## src/logic/ftb_pkg.sv

```systemverilog
/*
 * Shared constants and types of the frame transfer buffer cycler.
 * Assumes one clock domain; imported by the engine, checker, host model and testbench.
 */
package ftb_pkg;
    // Buffer cycling policies
    typedef enum logic [1:0] {
        FTB_CYC_SYNC_TRASH = 2'h0,
        FTB_CYC_NEXT_EMPTY = 2'h1,
        FTB_CYC_ASYNC = 2'h2
    } ftb_cycle_t;
    // Engine states, Gray coded along the usual path
    typedef enum logic [1:0] {
        FTB_ST_IDLE = 2'b00,
        FTB_ST_PICK = 2'b01,
        FTB_ST_MOVE = 2'b11,
        FTB_ST_DONE = 2'b10
    } ftb_state_t;
    // Default list length (last entry is the trash buffer)
    localparam int FTB_NUM_BUF = 8;
    // Default data width of one transfer word
    localparam int FTB_DATA_W = 32;
    // Default width of line, word and frame counters
    localparam int FTB_CNT_W = 16;
    // Reset value of the buffer state bits (all empty)
    localparam logic FTB_BUF_EMPTY = 1'b0;
endpackage

```

## src/logic/ftb_engine.sv

```systemverilog
/*
 * Transfer engine: moves image words from on-board frame memory to a
 * list of host frame buffers, chooses each destination buffer under a
 * cycling policy, and pulses transfer events.
 * Assumes a word stream with last-of-line and last-of-frame marks
 * from on-board memory on the same clock, and a host write port with
 * valid/ready. Host clears buffer full bits with a one-cycle strobe.
 */
// Summary of operation
// Pulse start of frame on first word
// Pulse end of frame on last word
// Pulse end of line per written line
// Pulse end of N lines every N lines of a frame
// Pulse end of transfer after final frame
// Host stops endless transfers with a stop
// Fixed frame count ends session automatically
// Sync trash: full next buffer means trash
// After trash, retry next, else trash again
// Next-empty: skip full next, write trash
// After trash, try following, else trash again
// Async: cycle all buffers ignoring state
// Pulse frame lost when storing impossible
// Policy chosen by setting held per session
// Mark finished non-trash buffer full
`timescale 1ns/1ns
module ftb_engine
    import ftb_pkg::*;
#(
    parameter int NUM_BUF = FTB_NUM_BUF,
    parameter int DATA_W = FTB_DATA_W,
    parameter int CNT_W = FTB_CNT_W
) (
    // Clock and reset
    input wire logic clock,
    input wire logic reset,
    // Session control
    input wire logic start,
    input wire logic stop,
    input wire ftb_cycle_t cycle_mode,
    input wire logic [CNT_W-1:0] frame_count,
    input wire logic [CNT_W-1:0] nlines_count,
    // Host buffer state
    input wire logic [NUM_BUF-1:0] buf_clear,
    output logic [NUM_BUF-1:0] buf_full,
    // On-board memory stream
    input wire logic src_valid,
    output logic src_ready,
    input wire logic [DATA_W-1:0] src_data,
    input wire logic src_eol,
    input wire logic src_eof,
    input wire logic acq_frame_drop,
    // Host memory write port
    output logic dst_valid,
    input wire logic dst_ready,
    output logic [DATA_W-1:0] dst_data,
    output logic [$clog2(NUM_BUF)-1:0] dst_buf,
    output logic [CNT_W-1:0] dst_word,
    // Transfer events as one-cycle pulses, and the session busy level
    output logic ev_sof,
    output logic ev_eof,
    output logic ev_eol,
    output logic ev_nlines,
    output logic ev_eot,
    output logic ev_lost,
    output logic busy
);
    localparam int IW = $clog2(NUM_BUF);
    localparam logic [IW-1:0] TRASH = IW'(NUM_BUF - 1);
    localparam logic [IW-1:0] LAST_REAL = IW'(NUM_BUF - 2);

    // Engine state
    ftb_state_t st_r, st_nxt;
    ftb_cycle_t mode_r, mode_nxt; // Policy latched per session
    logic [IW-1:0] cur_r, cur_nxt; // Buffer being written
    logic [IW-1:0] nxt_r, nxt_nxt; // Candidate for next frame
    logic [CNT_W-1:0] frm_r, frm_nxt; // Frames finished
    logic [CNT_W-1:0] frm_lim_r, frm_lim_nxt; // Zero means endless
    logic [CNT_W-1:0] lin_r, lin_nxt; // Lines toward N
    logic [CNT_W-1:0] nl_r, nl_nxt; // Latched N
    logic [CNT_W-1:0] wrd_r, wrd_nxt; // Word offset in buffer
    logic first_r, first_nxt; // Next word opens a frame
    logic stop_r, stop_nxt; // Stop pending
    logic [NUM_BUF-1:0] full_r, full_nxt;

    // Two-entry buffer in the data path
    logic [DATA_W+1:0] sk_mem [2];
    logic sk_wp_r, sk_wp_nxt;
    logic sk_rp_r, sk_rp_nxt;
    logic [1:0] sk_cnt_r, sk_cnt_nxt;
    logic sk_in_ok, sk_out_ok, sk_out_v;
    logic [DATA_W+1:0] sk_head;
    // Output registers
    logic dv_r, dv_nxt;
    logic [DATA_W-1:0] dd_r, dd_nxt;
    logic [IW-1:0] db_r, db_nxt;
    logic [CNT_W-1:0] dw_r, dw_nxt;
    logic [5:0] ev_r, ev_nxt;
    logic take, ol, of;

    // Buffer handshake terms
    always_comb begin
        sk_out_v = (sk_cnt_r != 2'h0);
        sk_head = sk_mem[sk_rp_r];
        src_ready = (sk_cnt_r != 2'h2);
        sk_in_ok = src_valid && src_ready;
        // Drain only while moving and output slot free or leaving
        take = (st_r == FTB_ST_MOVE) && sk_out_v && (!dv_r || dst_ready);
        sk_out_ok = take;
        ol = sk_head[DATA_W];
        of = sk_head[DATA_W+1];
    end

    // Buffer storage write
    always_ff @(posedge clock) begin
        if (sk_in_ok) begin
            sk_mem[sk_wp_r] <= {src_eof, src_eol, src_data};
        end
    end

    // Buffer pointers next values
    always_comb begin
        sk_wp_nxt = sk_in_ok ? ~sk_wp_r : sk_wp_r;
        sk_rp_nxt = sk_out_ok ? ~sk_rp_r : sk_rp_r;
        sk_cnt_nxt = sk_cnt_r;
        if (sk_in_ok && !sk_out_ok) begin
            sk_cnt_nxt = sk_cnt_r + 2'h1;
        end else if (!sk_in_ok && sk_out_ok) begin
            sk_cnt_nxt = sk_cnt_r - 2'h1;
        end
    end

    // Next index wrapping over the real buffers, or over all buffers with trash
    function automatic logic [IW-1:0] wrap(input logic [IW-1:0] i,
                                           input logic real_only);
        if (real_only) begin
            return (i >= LAST_REAL) ? '0 : i + 1'b1;
        end
        return (i == TRASH) ? '0 : i + 1'b1;
    endfunction

    // Engine next values
    always_comb begin
        st_nxt = st_r;
        mode_nxt = mode_r;
        cur_nxt = cur_r;
        nxt_nxt = nxt_r;
        frm_nxt = frm_r;
        frm_lim_nxt = frm_lim_r;
        lin_nxt = lin_r;
        nl_nxt = nl_r;
        wrd_nxt = wrd_r;
        first_nxt = first_r;
        stop_nxt = stop_r || (stop && st_r != FTB_ST_IDLE);
        full_nxt = full_r & ~buf_clear;
        dv_nxt = dv_r && !dst_ready;
        dd_nxt = dd_r;
        db_nxt = db_r;
        dw_nxt = dw_r;
        ev_nxt = '0;
        ev_nxt[5] = acq_frame_drop;
        case (st_r)
            FTB_ST_IDLE: begin
                if (start) begin
                    mode_nxt = cycle_mode;
                    frm_lim_nxt = frame_count;
                    nl_nxt = nlines_count;
                    frm_nxt = '0;
                    lin_nxt = '0;
                    nxt_nxt = '0;
                    stop_nxt = 1'b0;
                    st_nxt = FTB_ST_PICK;
                end
            end
            FTB_ST_PICK: begin
                // Choose destination before the frame starts
                if (stop_r) begin
                    st_nxt = FTB_ST_DONE;
                end else begin
                    if (mode_r == FTB_CYC_ASYNC) begin
                        cur_nxt = nxt_r;
                        nxt_nxt = wrap(nxt_r, 1'b0);
                    end else if (full_r[nxt_r]) begin
                        cur_nxt = TRASH;
                        // Sync retries same; next-empty skips it
                        nxt_nxt = (mode_r == FTB_CYC_NEXT_EMPTY) ?
                            wrap(nxt_r, 1'b1) : nxt_r;
                    end else begin
                        cur_nxt = nxt_r;
                        nxt_nxt = wrap(nxt_r, 1'b1);
                    end
                    wrd_nxt = '0;
                    first_nxt = 1'b1;
                    st_nxt = FTB_ST_MOVE;
                end
            end
            FTB_ST_MOVE: begin
                if (stop_r && first_r) begin
                    // Stop before a frame began: close the session
                    st_nxt = FTB_ST_DONE;
                end else if (take) begin
                    dv_nxt = 1'b1;
                    dd_nxt = sk_head[DATA_W-1:0];
                    db_nxt = cur_r;
                    dw_nxt = wrd_r;
                    wrd_nxt = wrd_r + 1'b1;
                    first_nxt = 1'b0;
                    ev_nxt[0] = first_r;
                    if (ol || of) begin
                        ev_nxt[2] = 1'b1;
                        if (nl_r != '0 && lin_r + 1'b1 == nl_r) begin
                            ev_nxt[3] = 1'b1;
                            lin_nxt = '0;
                        end else begin
                            lin_nxt = lin_r + 1'b1;
                        end
                    end
                    if (of) begin
                        ev_nxt[1] = 1'b1;
                        lin_nxt = '0;
                        frm_nxt = frm_r + 1'b1;
                        if (cur_r != TRASH) begin
                            full_nxt[cur_r] = 1'b1;
                        end
                        if ((frm_lim_r != '0 &&
                             frm_r + 1'b1 == frm_lim_r) || stop_r) begin
                            st_nxt = FTB_ST_DONE;
                        end else begin
                            st_nxt = FTB_ST_PICK;
                        end
                    end
                end
            end
            FTB_ST_DONE: begin
                // Wait for the last word to leave the port
                if (!dv_r) begin
                    ev_nxt[4] = 1'b1;
                    st_nxt = FTB_ST_IDLE;
                end
            end
            default: begin
                st_nxt = FTB_ST_IDLE;
            end
        endcase
    end

    // Register all state except the buffer storage
    always_ff @(posedge clock) begin
        if (reset) begin
            st_r <= FTB_ST_IDLE;
            mode_r <= FTB_CYC_SYNC_TRASH;
            cur_r <= '0;
            nxt_r <= '0;
            frm_r <= '0;
            frm_lim_r <= '0;
            lin_r <= '0;
            nl_r <= '0;
            wrd_r <= '0;
            first_r <= 1'b0;
            stop_r <= 1'b0;
            full_r <= {NUM_BUF{FTB_BUF_EMPTY}};
            sk_wp_r <= 1'b0;
            sk_rp_r <= 1'b0;
            sk_cnt_r <= 2'h0;
            dv_r <= 1'b0;
            dd_r <= '0;
            db_r <= '0;
            dw_r <= '0;
            ev_r <= '0;
        end else begin
            st_r <= st_nxt;
            mode_r <= mode_nxt;
            cur_r <= cur_nxt;
            nxt_r <= nxt_nxt;
            frm_r <= frm_nxt;
            frm_lim_r <= frm_lim_nxt;
            lin_r <= lin_nxt;
            nl_r <= nl_nxt;
            wrd_r <= wrd_nxt;
            first_r <= first_nxt;
            stop_r <= stop_nxt;
            full_r <= full_nxt;
            sk_wp_r <= sk_wp_nxt;
            sk_rp_r <= sk_rp_nxt;
            sk_cnt_r <= sk_cnt_nxt;
            dv_r <= dv_nxt;
            dd_r <= dd_nxt;
            db_r <= db_nxt;
            dw_r <= dw_nxt;
            ev_r <= ev_nxt;
        end
    end

    // Outputs from registers
    assign buf_full = full_r;
    assign dst_valid = dv_r;
    assign dst_data = dd_r;
    assign dst_buf = db_r;
    assign dst_word = dw_r;
    assign ev_sof = ev_r[0];
    assign ev_eof = ev_r[1];
    assign ev_eol = ev_r[2];
    assign ev_nlines = ev_r[3];
    assign ev_eot = ev_r[4];
    assign ev_lost = ev_r[5];
    assign busy = (st_r != FTB_ST_IDLE);
endmodule

```

## config.mk

```make
export PLATFORM = sky130hd
export DESIGN_NAME = ftb_engine
export DESIGN_NICKNAME = d
export VERILOG_FILES = /design/src/logic/ftb_pkg.sv /design/src/logic/ftb_engine.sv
export SDC_FILE = /design/constraint.sdc
export NUM_CORES = 1
export LEC_CHECK = 0
export BUFFER_PORTS_ARGS = -buffer_cell sky130_fd_sc_hd__buf_2
export CAP_MARGIN = 20
export CELL_PAD_IN_SITES_DETAIL_PLACEMENT = 0
export CELL_PAD_IN_SITES_GLOBAL_PLACEMENT = 1
export CORE_ASPECT_RATIO = 2
export CORE_MARGIN = 2
export CORE_UTILIZATION = 45
export CTS_BUF_LIST = sky130_fd_sc_hd__clkbuf_8
export CTS_CLUSTER_DIAMETER = 100
export CTS_CLUSTER_SIZE = 28
export DETAILED_ROUTE_END_ITERATION = 7
export PLACE_DENSITY_LB_ADDON = 0.1
export SLEW_MARGIN = 20
export SYNTH_ARGS = -nofsm -noshare
export SYNTH_HDL_FRONTEND = slang
export SYNTH_SLANG_ARGS = --single-unit
```

## constraint.sdc

```tcl
create_clock -name clock -period 3.5 [get_ports clock]
set_input_delay 0.35 -clock clock [delete_from_list [all_inputs] [get_ports clock]]
set_output_delay 0.35 -clock clock [all_outputs]
set_load 0.02 [all_outputs]
```

==> flow_metrics.py, run 1 <==
metrics = {
    "cts": {
        "root_buffer": "clkbuf_8",
        "ctsHoldBuffers": 34,
        "htreeDepth": 1,
        "clkTransAtPathRegs_ns": 0.16,
        "cts_tree": "built",
        "cts_resized": 0,
        "clock_path_buffers": 3,
        "cts_buffers": 12,
        "cts_setup_buffers": 0,
        "clock_latency_ns": 0.53,
        "cts.sinks": 231,
    },
    "worst_hold_path": {
        "hold_path.startpoint": "src_data[4]",
        "min_path_type": "in -> reg",
        "min_to": "sk_mem[0][4]",
        "hold_path_depth": 1,
    },
    "timing": {
        "slew_violations": 0,
        "setup-tns-final_ns": 0,
        "rsz0062_at_grt": "false",
        "clock_skew_ns": 0.0436,
        "setup_viol": 0,
        "fin_crit_sh_pct": 89.7,
        "whs_ns": 0.0457,
        "min_period_ns": 3.14,
        "worstMarginPinSlew_ns": 0.733,
        "max_freq_ghz": 0.318,
        "finalHoldViolCount": 0,
        "slew_headroom_pct": 51.1,
    },
    "floorplan": {
        "io_pins": 151,
        "fp.dieArea_mm2": 0.0236,
        "dieWidth_um": 110,
        "core_mm2": 0.0220,
        "rows": 77,
        "die_y_um": 215,
        "start_util_pct": 45.7,
    },
    "routing": {
        "wire_per_inst_um": 16.9,
        "drtIter0Drc": 344,
        "routed_wl_um": 24700,
        "dr.pass1.iters": 6,
        "drc": 0,
        "ant_nets": 0,
        "vias_per_cell": 5.31,
        "dr_total_vias": 7772,
    },
    "power_and_ir_drop": {
        "ir_drop_mv": 0.427,
        "leakagePower_uw": 0.00424,
        "powerDensity_mw_per_mm2": 411,
    },
    "yosys": {
        "synth.avg_cell_area_um2": 9.71,
        "synthArstFlopShare_pct": 0,
        "yosysTopAreaCell": "dfxtp_1",
        "syn_inst": 1033,
        "yosysWarnings": 0,
        "syn_nets": 1122,
        "synth_enable_flop_cells": 68,
        "syn_area_mm2": 0.0100,
        "ys_types": 65,
        "yosysSeqAreaShare_pct": 52.9,
        "synthTopCellsByArea": "dfxtp_1, edfxtp_1, nand2_1",
        "ys_ff_latch": 231,
        "synth-main-ff-cell": "dfxtp_1",
        "synth.top_cell.area_share_pct": 32.5,
    },
    "run_status": {
        "status": "finished, final reports clean",
    },
    "place": {
        "dpl.cell_count": 1410,
        "portBuffers": 150,
        "dp_hpwl_um": 17900,
        "gp_congestion": 0.884,
    },
    "final_layout": {
        "area_delta_synth_final_pct": 15.6,
        "final_common_cell": "dfxtp_1",
        "fin_util_pct": 52.8,
        "nets": 1272,
        "diodes": 0,
        "fin_cells": 1464,
        "drive_gt1_share_pct": 17.2,
        "layout_common_cells": "dfxtp_1, buf_2, nand2_1",
    },
    "setup_path": {
        "end_kind": "flop",
        "worst_setup_path_start_kind": "flop",
        "critPathKind": "reg -> reg",
        "worstPathMaxFanout": 20,
        "r2r_cells": 8,
        "rr_startpoint": "lin_r[0]",
        "ff2ff_setup_slack_ns": 0.36,
        "crit_required_ns": 3.92,
        "reg2reg_to": "lin_r[4]",
        "cp.arrival_ns": 3.56,
    },
    "global_route": {
        "grt_pass1_vias": 7702,
        "grt_usage_pct": 20.9,
        "grt_overflow_total": 0,
        "grt_max_degree": 84,
        "antenna_found_initial": 0,
        "grt_pass1_wl_um": 39400,
    },
    "job": {
        "drv_cap": 0,
    },
}
==> where the power goes <==
part           switching, uW  total, uW  internal (uW)  leakage [uW]
sequential              84.0       2990           2910       0.00196
combinational            341        578            237       0.00215
clock                    830       1200            365      0.000132
==> critical path, stage by stage (launching register included) <==
cell and delay [ns]:
dfxtp_1 0.49, ha_1 0.34, and3_1 0.33, nand3_1 0.20
xnor2_1 0.24, nand4b_1 0.10, or4b_1 0.89, nand2_1 0.33
o21ai_0 0.12
==> sequential cells by signal, indices dropped and copies added (netlist names), 3 cells and up, named ones only <==
signal     cells
nl_r          16
lin_r         16
dst_word      16
frm_r         16
cur_r          3
frm_lim_r     16
ev_r           6
dst_data      32
nxt_r          3
buf_full       8
sk_mem        68
dst_buf        3
wrd_r         16
==> synthesized netlist by cell type, types with 5 or more instances <==
master      n
nor2_1     97
a211oi_1   36
inv_1      22
buf_4       5
a21oi_1    92
o21ai_0    22
buf_1       7
dfxtp_1   163
edfxtp_1   68
xnor2_1    43
nand2_1   145
xor2_1     25
or2_2       5
ha_1        6
nand4_1    21
a31oi_1    12
nand2b_1   10
mux2i_1    42
nor2b_1     7
nor3_1     12
and3_1     11
nand3b_1   16
buf_2      13
clkbuf_1   35
nor3b_1     8
nand3_1    25
nor4_1     17
==> area by class of cell <==
type	instances	area (um2)
flip-flops and latches	231	5310
multi-input cells	716	4380
fillers	2085	10400
clock buffers	13	179
inverters	22	82.6
clock inverters	6	48.8
well taps	276	345
repair buffers	200	1250
==> routing by layer <==
metal	share of wire [%]	wire (um)	global-route usage [%]	vias up
met5	0	0	0	-
met1	39	9650	23.5	3648
met4	2.0	499	5.32	0
met2	55	13600	40.1	146
li1	-	-	-	3947
met3	4.0	994	2.94	31
==> worst max path at each step <==
stage                     slack (ns)   startpoint            to
after global placement          0.39     lin_r[0]      lin_r[4]
after floorplan                 0.86  sk_cnt_r[0]  sk_mem[0][0]
after CTS                       0.33     lin_r[0]      lin_r[4]
after global routing            0.09     lin_r[0]      lin_r[4]
after detailed placement        0.36     lin_r[0]      lin_r[4]
final                           0.36     lin_r[0]      lin_r[4]
==> cells by family (layout without fill, tap and decap cells) <==
group	after synthesis	count (layout)	synth area share, %
compound gates	193	193	11.7
simple gates	404	404	20.4
flops	231	231	52.9
fa+ha+maj	6	6	0.748
xor+xnor	68	68	5.94
mux	45	45	4.75
buf+inv	86	241	3.62
==> metrics by stage <==
| step | instance area [um2] | setup slack (ns) | power [uW] |
|---|---|---|---|
| floorplan | 10000 | 0.857 | 3390 |
| global placement | 11000 | 0.387 | 3590 |
| detailed placement | 11000 | 0.359 | 3600 |
| CTS | 11600 | 0.333 | 4820 |
| global route | 11600 | 0.0913 | 4970 |
| finish | 11600 | 0.360 | 4760 |
No activity file was read; power rests on OpenSTA's default activity.
==> run 2, diff against run 1 <==
--- a/config.mk
+++ b/config.mk
@@ -5,19 +5,22 @@
 export SDC_FILE = /design/constraint.sdc
 export NUM_CORES = 1
 export LEC_CHECK = 0
+export ABC_AREA = 1
 export BUFFER_PORTS_ARGS = -buffer_cell sky130_fd_sc_hd__buf_2
 export CAP_MARGIN = 20
 export CELL_PAD_IN_SITES_DETAIL_PLACEMENT = 0
 export CELL_PAD_IN_SITES_GLOBAL_PLACEMENT = 1
 export CORE_ASPECT_RATIO = 2
 export CORE_MARGIN = 2
-export CORE_UTILIZATION = 45
+export CORE_UTILIZATION = 44
 export CTS_BUF_LIST = sky130_fd_sc_hd__clkbuf_8
 export CTS_CLUSTER_DIAMETER = 100
 export CTS_CLUSTER_SIZE = 28
 export DETAILED_ROUTE_END_ITERATION = 7
 export PLACE_DENSITY_LB_ADDON = 0.1
+export RECOVER_POWER = 50
 export SLEW_MARGIN = 20
 export SYNTH_ARGS = -nofsm -noshare
 export SYNTH_HDL_FRONTEND = slang
 export SYNTH_SLANG_ARGS = --single-unit
+export TNS_END_PERCENT = 50
==> flow_metrics.py, run 2 <==
metrics = {
    "power_and_ir_drop": {
        "leakagePower_uw": 0.00441,
        "powerDensity_mw_per_mm2": 452,
        "ir_drop_mv": 0.456,
        "totalPowerFinal_uw": 5200,
    },
    "final_layout": {
        "largest_reg_flops": 68,
        "num-fill-cells": 2277,
        "drive_gt1_share_pct": 8.08,
        "top_register": "sk_mem",
        "final_common_cell": "nand2_1",
        "area_delta_synth_final_pct": 14.6,
        "nets": 1507,
        "fin_util_pct": 51.0,
        "layout_common_cells": "nand2_1, dfxtp_1, nor2_1",
    },
    "global_route": {
        "grt_pass1_vias": 8607,
        "grt_pass1_wl_um": 42500,
        "grt_max_degree": 92,
        "grt_overflow_total": 0,
        "grt_usage_pct": 21.7,
        "antenna_found_initial": 1,
    },
    "worst_hold_path": {
        "hold_path.startpoint": "nlines_count[4]",
        "hold_path_depth": 3,
        "min_to": "nl_r[4]",
        "min_path_type": "in -> reg",
    },
    "routing": {
        "drtIter0Drc": 399,
        "drc": 0,
        "vias_per_cell": 5.12,
        "routed_wl_um": 26400,
        "wire_per_inst_um": 15.5,
        "ant_nets": 0,
        "dr.pass1.iters": 5,
        "dr_total_vias": 8729,
    },
    "yosys": {
        "yosysSeqAreaShare_pct": 52.8,
        "synth_most_common_cell": "nand2_1",
        "syn_nets": 1346,
        "syn_area_mm2": 0.0100,
        "ys_types": 45,
        "synthTopCellsByArea": "dfxtp_1, edfxtp_1, nand2_1",
        "syn_inst": 1257,
        "synth-main-ff-cell": "dfxtp_1",
        "synth.top_cell.area_share_pct": 32.5,
        "yosysWarnings": 0,
        "synth_enable_flop_cells": 68,
        "ys_ff_latch": 231,
        "yosysTopAreaCell": "dfxtp_1",
        "synth_common_cells": "nand2_1, dfxtp_1, nor2_1",
        "synthArstFlopShare_pct": 0,
        "synth.avg_cell_area_um2": 7.99,
    },
    "place": {
        "portBuffers": 150,
        "gp_congestion": 0.919,
        "dp_hpwl_um": 18700,
    },
    "floorplan": {
        "fp.dieArea_mm2": 0.0241,
        "die_y_um": 218,
        "io_pins": 151,
        "rows": 78,
        "start_util_pct": 44.5,
        "dieWidth_um": 111,
        "core_mm2": 0.0225,
    },
    "cts": {
        "cts_tree": "built",
        "clock_path_buffers": 3,
        "cts.sinks": 231,
        "htreeDepth": 1,
        "cts_resized": 0,
        "cts_setup_buffers": 0,
        "root_buffer": "clkbuf_8",
        "clkTransAtPathRegs_ns": 0.17,
        "ctsHoldBuffers": 37,
        "clock_latency_ns": 0.54,
        "cts_buffers": 12,
    },
    "setup_path": {
        "reg2reg_to": "lin_r[1]",
        "cp.arrival_ns": 2.76,
        "worst_setup_path_start_kind": "flop",
        "r2r_cells": 11,
        "critPathKind": "reg -> reg",
        "ff2ff_setup_slack_ns": 1.06,
        "end_kind": "flop",
        "cp-startpoint": "lin_r[4]",
        "crit_required_ns": 3.81,
        "rr_startpoint": "lin_r[4]",
        "worstPathMaxFanout": 16,
    },
    "timing": {
        "max_freq_ghz": 0.409,
        "setup_viol": 0,
        "setup-tns-final_ns": 0,
        "finalHoldViolCount": 0,
        "worstMarginPinSlew_ns": 2.75,
        "clock_skew_ns": 0.0435,
        "min_period_ns": 2.44,
        "slew_violations": 53,
        "slew_headroom_pct": -83.2,
        "rsz0062_at_grt": "false",
        "fin_crit_sh_pct": 69.8,
    },
    "job": {
        "drv_cap": 1,
    },
    "run_status": {
        "violations": "capacitance limit, slew limit",
        "status": "complete, but fails checks",
    },
}
## run 2: changes by cell type in the layout (fill, tap and decap cells not counted), moves of 20 or more
cell / previous run / this run
nand2_1: 145 / 313
o21ai_0: 22 / 108
clkbuf_1: 0 / 85
inv_1: 27 / 112
buf_2: 149 / 65
nand3_1: 25 / 70
mux2i_1: 42 / 0
nor2_1: 95 / 137
xnor2_1: 43 / 3
a211oi_1: 36 / 2
a31oi_1: 12 / 37
xor2_1: 25 / 5
## run 2: cells by family (layout without fill, tap and decap cells)
logic type               after synthesis  after routing  share of synthesized area, %
AND/OR/NAND/NOR                      582            582                          24.8
AO/OA/AOI/OAI                        266            266                          14.2
flip-flops                           231            231                          52.8
buffers and inverters                162            328                          6.24
XOR/XNOR                              10             10                          1.15
adder cells (fa/ha/maj)                6              6                         0.748
other                                  0              1                             0
## run 2: how the worst max path moves through the flow
stage	endpoint	slack, ns	cells past startpoint
2_1_floorplan	sk_mem[1][0]	0.88	4
3_3_place_gp	lin_r[5]	1.22	11
3_5_place_dp	lin_r[5]	1.15	11
4_1_cts	lin_r[5]	1.14	11
5_1_grt	frm_lim_r[2]	0.69	7
6_report	lin_r[1]	1.06	11
## run 2: through the flow
step	area, um2	hold WS [ns]	setup WS (ns)	instances
2_1_floorplan	10000	0.427	0.879	1257
3_3_place_gp	11000	0.434	1.22	1647
3_5_place_dp	11000	0.433	1.15	1647
4_1_cts	11600	0.00220	1.14	1703
5_1_grt	11500	0.0153	0.689	1704
6_report	11500	0.0319	1.06	1704
## run 2: power by group
part / total (uW) / internal (uW) / switching [uW]
clock: 1200 / 365 / 830
combinational: 918 / 296 / 622
sequential: 3090 / 2970 / 122
## run 2: cell type report
cell class | count | area (um2) | share of cell area, %
Clock buffer | 13 | 179 | 1.56
Timing Repair Buffer | 195 | 1080 | 9.41
Inverter | 114 | 428 | 3.72
Clock inverter | 6 | 48.8 | 0.424
Sequential cell | 231 | 5310 | 46.1
Antenna cell | 1 | 2.50 | 0.0218
Multi-Input combinational cell | 864 | 4110 | 35.7
Tap cell | 280 | 350 | 3.05
## run 2: per-layer routing
layer  global-route usage [%]  vias up  routed length (um)
li1                         -     4495                   -
met1                     22.9     3988                9930
met2                     42.9      197               14600
met3                     2.56       49                 931
met4                     8.92        0                 916
met5                        0        -                   0
## run 2: worst max-delay path, stage by stage, from the launching register on
cell     delay (ns)
dfxtp_1        0.49
nand2_1        0.15
nor2_1         0.21
nand2_1        0.21
o21ai_1        0.21
nand2_1        0.09
nand2_1        0.14
nand4_1        0.11
nor2_1         0.15
nand2_2        0.26
nand2_1        0.14
a21oi_1        0.07
==> run 3, diff against run 2 <==
--- a/config.mk
+++ b/config.mk
@@ -5,14 +5,14 @@
 export SDC_FILE = /design/constraint.sdc
 export NUM_CORES = 1
 export LEC_CHECK = 0
-export ABC_AREA = 1
+export ABC_AREA = 0
 export BUFFER_PORTS_ARGS = -buffer_cell sky130_fd_sc_hd__buf_2
 export CAP_MARGIN = 20
 export CELL_PAD_IN_SITES_DETAIL_PLACEMENT = 0
 export CELL_PAD_IN_SITES_GLOBAL_PLACEMENT = 1
 export CORE_ASPECT_RATIO = 2
 export CORE_MARGIN = 2
-export CORE_UTILIZATION = 44
+export CORE_UTILIZATION = 41
 export CTS_BUF_LIST = sky130_fd_sc_hd__clkbuf_8
 export CTS_CLUSTER_DIAMETER = 100
 export CTS_CLUSTER_SIZE = 28
==> constraint.sdc (replaced) <==
create_clock -name clock -period 2.18 [get_ports clock]
set_input_delay 0.218 -clock clock [delete_from_list [all_inputs] [get_ports clock]]
set_output_delay 0.218 -clock clock [all_outputs]
set_load 0.02 [all_outputs]
==> flow_metrics.py, run 3 (synthesized netlist as in run 1, its figures left out) <==
metrics = {
    "setup_path": {
        "reg2reg_to": "lin_r[7]",
        "rr_startpoint": "lin_r[3]",
        "worst_setup_path_start_kind": "flop",
        "cp.arrival_ns": 2.87,
        "critPathKind": "reg -> reg",
        "worstPathMaxFanout": 5,
        "crit_required_ns": 2.64,
        "r2r_cells": 9,
        "ff2ff_setup_slack_ns": -0.23,
        "end_kind": "flop",
    },
    "floorplan": {
        "fp.dieArea_mm2": 0.0258,
        "die_y_um": 225,
        "core_mm2": 0.0242,
        "io_pins": 151,
        "rows": 81,
        "dieWidth_um": 115,
        "start_util_pct": 41.4,
    },
    "place": {
        "portBuffers": 150,
        "placed_area_mm2": 0.0119,
        "dp_hpwl_um": 18000,
        "gp_congestion": 0.826,
        "dpl.cell_count": 1537,
    },
    "power_and_ir_drop": {
        "leakagePower_uw": 0.00478,
        "ir_drop_mv": 0.633,
        "powerDensity_mw_per_mm2": 585,
    },
    "final_layout": {
        "fin_util_pct": 54.9,
        "fin_cells": 1646,
        "diodes": 0,
        "drive_gt1_share_pct": 21.8,
        "top_register": "sk_mem",
        "nets": 1440,
        "fin_area_mm2": 0.0133,
        "area_delta_synth_final_pct": 32.5,
        "largest_reg_flops": 68,
        "final_common_cell": "dfxtp_1",
        "layout_common_cells": "dfxtp_1, nand2_1, buf_4",
        "num-fill-cells": 2262,
    },
    "worst_hold_path": {
        "min_to": "sk_wp_r",
        "min_path_type": "in -> reg",
        "hold_path.startpoint": "src_valid",
        "hold_path_depth": 4,
    },
    "cts": {
        "cts_buffers": 12,
        "cts.sinks": 231,
        "root_buffer": "clkbuf_8",
        "clkTransAtPathRegs_ns": 0.18,
        "clock_path_buffers": 3,
        "htreeDepth": 1,
        "clock_latency_ns": 0.55,
        "cts_tree": "built",
    },
    "timing": {
        "fin_crit_sh_pct": 110,
        "worstMarginPinSlew_ns": 0.919,
        "slew_violations": 0,
        "setup_viol": 18,
        "clock_skew_ns": 0.0341,
        "setup-tns-final_ns": -3.20,
        "fin_ws_ns": -0.229,
        "rsz0062_at_grt": "true",
        "whs_ns": 0.0524,
        "max_freq_ghz": 0.415,
        "min_period_ns": 2.41,
        "finalHoldViolCount": 0,
        "slew_headroom_pct": 38.7,
    },
    "global_route": {
        "grt_usage_pct": 20.3,
        "grt_pass1_wl_um": 42200,
        "antenna_found_initial": 1,
        "grt_overflow_total": 0,
        "grt_max_degree": 52,
        "grt_pass1_vias": 8419,
    },
    "routing": {
        "drc": 0,
        "dr.pass1.iters": 5,
        "dr_total_vias": 8600,
        "vias_per_cell": 5.22,
        "wire_per_inst_um": 16.0,
        "routed_wl_um": 26400,
        "ant_nets": 0,
        "drtIter0Drc": 390,
    },
    "run_status": {
        "violations": "setup timing",
        "status": "complete, but fails checks",
    },
    "job": {
        "drv_cap": 0,
    },
}
run 3: cell types whose count changed in the layout (fill, tap and decap cells not counted), moves of 32 or more:
cell,delta
nand2_1,-169
xnor2_1,+32
a211oi_1,+33
buf_4,+125
a31oi_1,-32
inv_1,-85
nor2_1,-41
dlygate4sd3_1,+42
o21ai_0,-91
mux2i_1,+42
nand3_1,-47
run 3: power breakdown:
group	switching [uW]	internal (uW)	total, uW
combinational	593	487	1080
clock	1350	558	1910
sequential	129	4660	4790
run 3: critical path, stage by stage (launching register included):
cell,delay (ns)
dfxtp_4,0.41
buf_4,0.15
xnor2_2,0.16
xnor2_2,0.14
nor4bb_2,0.29
nand4b_1,0.11
or4b_4,0.63
clkbuf_16,0.21
a31oi_4,0.13
mux2i_1,0.09
run 3: per-layer routing:
metal / share of wire [%] / global-route usage [%] / wire length (um)
met1: 43 / 25.6 / 11200
met2: 52 / 35.9 / 13600
met3: 3.0 / 2.04 / 803
met4: 2.7 / 6.61 / 722
met5: 0.027 / 0 / 7
run 3: timing repair:
item / 4_1_cts / 5_1_grt
hold buffers: 79 / 0
setup endpoints to repair: 21 / 30
gates cloned: 1 / 1
gates resized for setup: 37 / 49
pin swaps: 14 / 20
endpoints found under the hold margin: 113 / 0
setup buffers: 4 / 5
run 3: worst max path at each step:
stage	startpoint	slack (ns)	endpoint
2_1_floorplan	lin_r[0]	-0.32	lin_r[1]
3_3_place_gp	lin_r[0]	-0.32	lin_r[4]
3_5_place_dp	lin_r[1]	-0.40	lin_r[4]
4_1_cts	lin_r[7]	-0.24	lin_r[2]
5_1_grt	lin_r[3]	-0.31	lin_r[1]
6_report	lin_r[3]	-0.23	lin_r[7]
run 3: cell type report:
class	instances	area [um2]	share of cell area, %
sequential	231	5340	40.2
multi-input combinational	716	4740	35.7
timing repair buffer	368	2540	19.1
tap	290	363	2.73
clock buffer	12	165	1.24
inverter	22	82.6	0.621
clock inverter	7	57.6	0.433
run 3: stage by stage:
step / setup slack [ns] / power [uW]
floorplan: -0.322 / 5440
finish: -0.229 / 7780
detailed placement: -0.403 / 5840
CTS: -0.239 / 7910
global placement: -0.319 / 5820
global route: -0.309 / 8160
